File: config.mk
export PLATFORM = sky130hd
export DESIGN_NAME = wcc_lim_mem
export DESIGN_NICKNAME = d
export VERILOG_FILES = /design/src/design/wcc_pkg.sv /design/src/design/wcc_lim_mem.sv
export SDC_FILE = /design/constraint.sdc
export NUM_CORES = 1
export LEC_CHECK = 0
export CORE_UTILIZATION = 36
export DETAILED_ROUTE_END_ITERATION = 16
export DONT_BUFFER_PORTS = 1
export HOLD_SLACK_MARGIN = 0.05
export PLACE_DENSITY_LB_ADDON = 0.1
export SYNTH_ARGS = -nofsm -noshare
export SYNTH_HDL_FRONTEND = slang
export SYNTH_SLANG_ARGS = --single-unit
export TNS_END_PERCENT = 50
File: constraint.sdc
create_clock -name clk -period 5.5 [get_ports clk]
set_input_delay 1.375 -clock clk [delete_from_list [all_inputs] [get_ports clk]]
set_output_delay 1.375 -clock clk [all_outputs]
set_load 0.05 [all_outputs]
File: src/design/wcc_pkg.sv
// Package: shared widths, result codes, command kinds and carriers of the weighing command checker.
// Assumes one clock domain and a synchronous active-low reset in every user except wcc_lim_mem, which has no reset.
package wcc_pkg;

  localparam int PIDX_W = 4;
  localparam int VAL_W  = 16;
  localparam int ADDR_W = 16;
  localparam int CNT_W  = 8;
  localparam int LIM_W  = 2 * VAL_W;

  // Modbus holding-register window that maps onto the parameter table.
  localparam logic [ADDR_W-1:0] REG_BASE = 16'h0100;
  localparam logic [ADDR_W-1:0] REG_SPAN = 16'h0010;

  // Result codes, decimal value in the trailing comment.
  localparam logic [7:0] RES_OK       = 8'h00;
  localparam logic [7:0] ERR_PFAIL    = 8'h4C;  // 076
  localparam logic [7:0] ERR_MODE     = 8'h64;  // 100
  localparam logic [7:0] ERR_HIGH     = 8'h65;  // 101
  localparam logic [7:0] ERR_LOW      = 8'h66;  // 102
  localparam logic [7:0] ERR_ADDR     = 8'h67;  // 103
  localparam logic [7:0] ERR_COUNT    = 8'h68;  // 104
  localparam logic [7:0] ERR_DATA     = 8'h69;  // 105
  localparam logic [7:0] ERR_PENDING  = 8'h6A;  // 106
  localparam logic [7:0] ERR_MOTION   = 8'h6E;  // 110
  localparam logic [7:0] ERR_NEGGROSS = 8'h6F;  // 111
  localparam logic [7:0] ERR_NETMODE  = 8'h70;  // 112

  localparam logic SRC_PANEL = 1'b0;
  localparam logic SRC_COMM  = 1'b1;

  typedef enum logic [2:0] {
    KIND_ZERO,
    KIND_TARE,
    KIND_PRINT,
    KIND_WRITE,
    KIND_PARAM
  } wcc_kind_e;

  typedef struct packed {
    logic                    src;
    wcc_kind_e               kind;
    logic [PIDX_W-1:0]       idx;
    logic signed [VAL_W-1:0] value;
    logic [ADDR_W-1:0]       startAddr;
    logic [CNT_W-1:0]        regCount;
    logic                    dataOk;
  } wcc_req_s;

  typedef struct packed {
    logic powerLow;
    logic stable;
    logic motionCheck;
    logic unipolar;
    logic grossNeg;
    logic netMode;
    logic modeOk;
  } wcc_stat_s;

endpackage

File: src/design/wcc_lim_mem.sv
// Limit table: one word per parameter, minimum in the upper half, maximum in the lower.
// Assumes the loader and the reader share clk; read data appear one edge after the address.
`timescale 1ns/1ps
`default_nettype none
module wcc_lim_mem
  import wcc_pkg::*;
#(
  parameter int AW = PIDX_W,
  parameter int DW = LIM_W
) (
  input  wire logic          clk,
  input  wire logic          wrEn,
  input  wire logic [AW-1:0] wrAddr,
  input  wire logic [DW-1:0] wrData,
  input  wire logic [AW-1:0] rdAddr,
  output logic      [DW-1:0] rdData
);

  logic [DW-1:0] mem [2**AW];

  always_ff @(posedge clk) begin
    if (wrEn) begin
      mem[wrAddr] <= wrData;
    end
    rdData <= mem[rdAddr];
  end

endmodule // wcc_lim_mem
`default_nettype wire

==> results of run 1 <==
[power groups by stage]
stage | clock, W | combinational (W) | sequential [W]
floorplan | 0 | 0.000223 | 0.00484
global placement | 0 | 0.000251 | 0.00485
detailed placement | 0 | 0.000252 | 0.00485
CTS | 0.00383 | 0.000254 | 0.00477
global route | 0.00398 | 0.000268 | 0.00477
finish | 0.00373 | 0.000249 | 0.00476
[per-stage QoR]
| stage | instances | hold WS [ns] | cell area [sq um] | util [%] | setup slack, ns |
|---|---|---|---|---|---|
| after floorplan | 838 | 0.635 | 19900 | - | 0.945 |
| after global placement | 1505 | 0.663 | 20700 | 38.3 | 2.07 |
| after detailed placement | 1505 | 0.662 | 20700 | 38.3 | 2.06 |
| after CTS | 1611 | 0.681 | 22600 | 41.7 | 2.70 |
| after global routing | 1611 | 0.715 | 22600 | 41.7 | 2.66 |
| final | 1611 | 0.676 | 22600 | 41.7 | 2.72 |
[cell type report]
type                    count  area [sq um]
clock buffers              75          1540
clock inverters            31           270
fillers                  4600         31600
multi-input cells         251          3750
flip-flops and latches    544         16000
well taps                 696           871
repair buffers             14           105
[sequential cells by signal, summed over array words and instances, names as in the netlist]
register  flops
rdData       32
mem         512
[routing by layer]
metal,vias up,share of wire [%]
met1,4624,46
met4,0,2.3
li1,3630,-
met5,-,0
met3,68,6.7
met2,243,45
[logic make-up (layout without fill, tap and decap cells)]
| logic type | after synthesis | count (layout) | synth area share, % |
|---|---|---|---|
| flip-flops | 544 | 544 | 80.7 |
| multiplexers | 128 | 128 | 14.5 |
| AND/OR/NAND/NOR | 59 | 59 | 1.27 |
| buffers and inverters | 43 | 120 | 1.12 |
| AO/OA/AOI/OAI | 64 | 64 | 2.42 |
[worst paths after layout]
check	from	end	slack [ns]	cells past startpoint
worst min register to register	mem[12][12]	rdData[12]	0.68	3
worst min-delay path	mem[12][12]	rdData[12]	0.68	3
worst max register to register	mem[3][1]	rdData[1]	4.02	3
worst max-delay path	wrAddr[2]	mem[2][9]	2.72	2
[Yosys cell counts]
cell      instances
nor3_1            4
buf_4            11
clkbuf_1         17
edfxtp_1        512
and2_1            1
nand3b_1          2
nor2b_1           2
buf_6             2
buf_2             4
nand2_1          33
nand2b_1          2
nor2_1           13
mux4_2          128
dfxtp_1          32
nand3_1           1
or3b_2            1
a22oi_1          64
buf_1             9
==> results_dict.tcl, run 1 <==
set metrics [dict create \
    outcome "finished, final reports clean" \
    critPathMaxFanout 32 \
    hold_viol 0 \
    mostFrequentLayoutCells "512 x edfxtp_1, 128 x mux4_2, 64 x a22oi_1, 57 x clkbuf_16, 33 x nand2_1" \
    grt_usage_pct 16.0 \
    critPathMaxStageDelay_ns 1.01 \
    seq_power_share_pct 54.5 \
    cts_tree "yes" \
    powerDensity_nw_per_um2 388 \
    ys_seq_area_share_pct 80.7 \
    fin_crit_sh_pct 50.5 \
    die_area_sq_um 56100 \
    nets 909 \
    cp_data_required_time_ns 5.71 \
    initial_core_util_pct 36.7 \
    grt_pass1_vias 9458 \
    p_comb_share_pct 2.9 \
    grt_max_degree 129 \
    tightest_slew_ns 1.31 \
    hold_class "flip-flop to flip-flop" \
    insertion_delay_ns 0.61 \
    io_pins 74 \
    core.rowCount 85 \
    num_vias 8565 \
    rsz0062_at_grt "false" \
    fp.dieH_microns 237 \
    crit_path_end_kind "flip-flop" \
    final_common_cell "edfxtp_1" \
    yosys.area.top_type_share_pct 77.4 \
    globalRouteOverflowTotal 0 \
    cts_setup_buffers 0 \
    finalMaxSlewViolations 0 \
    drc 0 \
    clock_sinks 544 \
    p_total_w 0.00874 \
    intPower_w 0.00693 \
    hpwl_microns 22200 \
    antennaDiodeCount 0 \
    syn-cell-area_sq_um 19900 \
    cts_max_path_buffers 3 \
    fmax_mhz 360 \
    cts_hold_buf 0 \
    numCtsBuffers 56 \
    path_clk_slew_ns 0.06 \
    setup_viol 0 \
    leakagePower_nw 6.98 \
    drv_cap 0 \
    first_iter_violations 688 \
    wl_per_cell_microns 26.9 \
    switching_share_pct 20.8 \
    vdd_drop_max_v 0.000231 \
    met2_usage_pct 23.8 \
    cp_slowest_cell "nor2_4" \
    worst_setup_path_start_kind "input pin" \
    drive_gt1_share_pct 27.2 \
    syn_avg_cell_area_sq_um 23.7 \
    postRouteAntennaNets 0 \
    cts-root-buf "clkbuf_16" \
    port_buffers 0 \
    ys_types 18 \
    clkPwrFrac_pct 42.6 \
    synth_cells 838 \
    met3_usage_pct 4.34 \
    cp_top_family "simple AND/OR/NAND/NOR gates" \
    layout_min_cycle_time_ns 2.78 \
    fin_skew_ns 0.0171 \
    switching_power_w 0.00181 \
    synthesis.nets 880 \
    antenna_found_initial 0 \
    place.gp.congestion 0.662 \
    fin_tns_setup_ns 0 \
    cp_cell_sequence "or3b_2, nor2_4" \
    grt-busiest-layer "met2" \
    cts_resized 0 \
    arrival_ns 2.99 \
    htreeDepth 2 \
    critPathBufInv 0 \
    ys_seq_elements 544 \
    synth_top_area_cell "edfxtp_1" \
    core_sq_um 54100 \
    drt-pass1-iter-count 5 \
    grt_use_met1_pct 23.0 \
    critical_path_class "input pin to flip-flop" \
    wirelength_microns 43400 \
    viasPerCell 5.32 \
    maxSlewHeadroom_pct 12.6 \
    die_x_microns 237 \
    yosys_warnings 0 \
    grt_pass1_wl_microns 64500 \
    synth_area_leaders "edfxtp_1 77%, mux4_2 15%, dfxtp_1 3.2%" \
    area_delta_synth_final_pct 13.6 \
]
Note: power is estimated with default switching activity, not from simulation.
==> inputs of run 2 (changes only) <==
- clock period: 5.5 -> 2.8 ns (I/O delays scaled with it)
==> run 2 against run 1 <==
Combinational power up 100%. Final area is 1.1% higher. Power grew 94%. First-iteration DRC count fell by 16%. Routed wire length shrank 4.9%. Clock skew down 0.0090 ns. Die area did not move. Largest cell class unchanged. Highest routed layer unchanged.
==> results_dict.tcl, run 2 (synthesis gave the netlist of run 1 again) <==
set metrics [dict create \
    first_iter_violations 581 \
    insertion_delay_ns 0.60 \
    fp.dieH_microns 237 \
    setup_viol 0 \
    cp_data_required_time_ns 2.10 \
    viasPerCell 5.24 \
    cts_tree "yes" \
    die_area_sq_um 56100 \
    grt_usage_pct 15.2 \
    hold_class "input pin to flip-flop" \
    met3RoutedLength_microns 2300 \
    p_comb_share_pct 2.9 \
    arrival_ns 1.33 \
    powerDensity_nw_per_um2 744 \
    reg_top3 "mem x512, rdData x32" \
    final_common_cell "edfxtp_1" \
    regMostFlops "mem" \
    fin_crit_sh_pct 72.7 \
    core_sq_um 54100 \
    wirelength_microns 41300 \
    place.gp.congestion 0.692 \
    mostFrequentLayoutCells "512 x edfxtp_1, 128 x mux4_2, 64 x a22oi_1, 57 x clkbuf_16, 33 x nand2_1" \
    cts_hold_buf 0 \
    initial_core_util_pct 36.7 \
    grt_max_degree 129 \
    wl_per_cell_microns 25.6 \
    grt_pass1_vias 9218 \
    tightest_slew_ns 0.805 \
    cts_resized 0 \
    cts-root-buf "clkbuf_16" \
    core.rowCount 85 \
    num_vias 8470 \
    intPower_w 0.0136 \
    drive_gt1_share_pct 27.3 \
    die_x_microns 237 \
    postRouteAntennaNets 0 \
    antenna_found_initial 2 \
    layout_min_cycle_time_ns 2.03 \
    clkPwrFrac_pct 41.9 \
    wl_met1_microns 18200 \
    globalRouteOverflowTotal 0 \
    numCtsBuffers 56 \
    hpwl_microns 21000 \
    worst_setup_path_start_kind "flip-flop" \
    leakagePower_nw 7.08 \
    fin_skew_ns 0.00811 \
    switching_share_pct 20.1 \
    port_buffers 0 \
    largest_reg_flops 512 \
    htreeDepth 2 \
    nets 917 \
    critPathMaxFanout 1 \
    post-route-util_pct 42.1 \
    rsz0062_at_grt "false" \
    cts_max_path_buffers 3 \
    drt-pass1-iter-count 4 \
    top_layer_used "met4" \
    maxSlewHeadroom_pct 46.2 \
    switching_power_w 0.00340 \
    antennaDiodeCount 0 \
    grt_pass1_wl_microns 61300 \
    outcome "finished, final reports clean" \
    seq_power_share_pct 55.2 \
    route.met2.wl_microns 19900 \
    critical_path_class "flip-flop to output pin" \
    vdd_drop_max_v 0.000395 \
    drv_cap 0 \
    area_delta_synth_final_pct 14.9 \
    clock_sinks 544 \
    hold_viol 0 \
    whs_ns 0.195 \
    finalMaxSlewViolations 0 \
    crit_path_end_kind "output pin" \
    io_pins 74 \
    drc 0 \
    cts_setup_buffers 0 \
    fmax_mhz 491 \
    path_clk_slew_ns 0.06 \
]
[run 2: path summary, 6_finish.rpt]
kind                            slack (ns)          to        start  cells after the start
worst min register to register        0.67  rdData[10]  mem[15][10]                      3
worst min-delay path                  0.20  mem[7][18]   wrData[18]                      0
worst max register to register        1.30  rdData[31]   mem[2][31]                      3
worst max-delay path                  0.77  rdData[18]   rdData[18]                      0
[run 2: layout make-up]
cell class | count | area (sq um)
fillers | 4567 | 31300
well taps | 696 | 871
clock buffers | 80 | 1580
flip-flops and latches | 544 | 16000
clock inverters | 23 | 185
multi-input cells | 251 | 3770
repair buffers | 22 | 378
[run 2: per-stage QoR]
stage	setup slack [ns]	power (W)	instances	TNS (ns)	area [sq um]
2_1_floorplan	-0.228	0.00995	838	-21.90	19900
3_3_place_gp	0.706	0.0100	1513	0	21000
3_5_place_dp	0.679	0.0100	1513	0	21000
4_1_cts	0.741	0.0172	1616	0	22800
5_1_grt	0.710	0.0175	1616	0	22800
6_report	0.765	0.0170	1616	0	22800
[run 2: per-layer routing]
layer	vias up	track usage (%)
met5	-	0
met4	0	4.88
met3	65	3.66
met2	180	24.3
met1	4576	20.4
li1	3649	-
[run 2: power by group through the flow]
| stage | combinational [W] | clock, W | sequential [W] |
|---|---|---|---|
| after detailed placement | 0.000508 | 0 | 0.00953 |
| after floorplan | 0.000438 | 0 | 0.00951 |
| after global placement | 0.000503 | 0 | 0.00952 |
| final | 0.000499 | 0.00710 | 0.00936 |
| after CTS | 0.000510 | 0.00731 | 0.00936 |
| after global routing | 0.000538 | 0.00761 | 0.00937 |
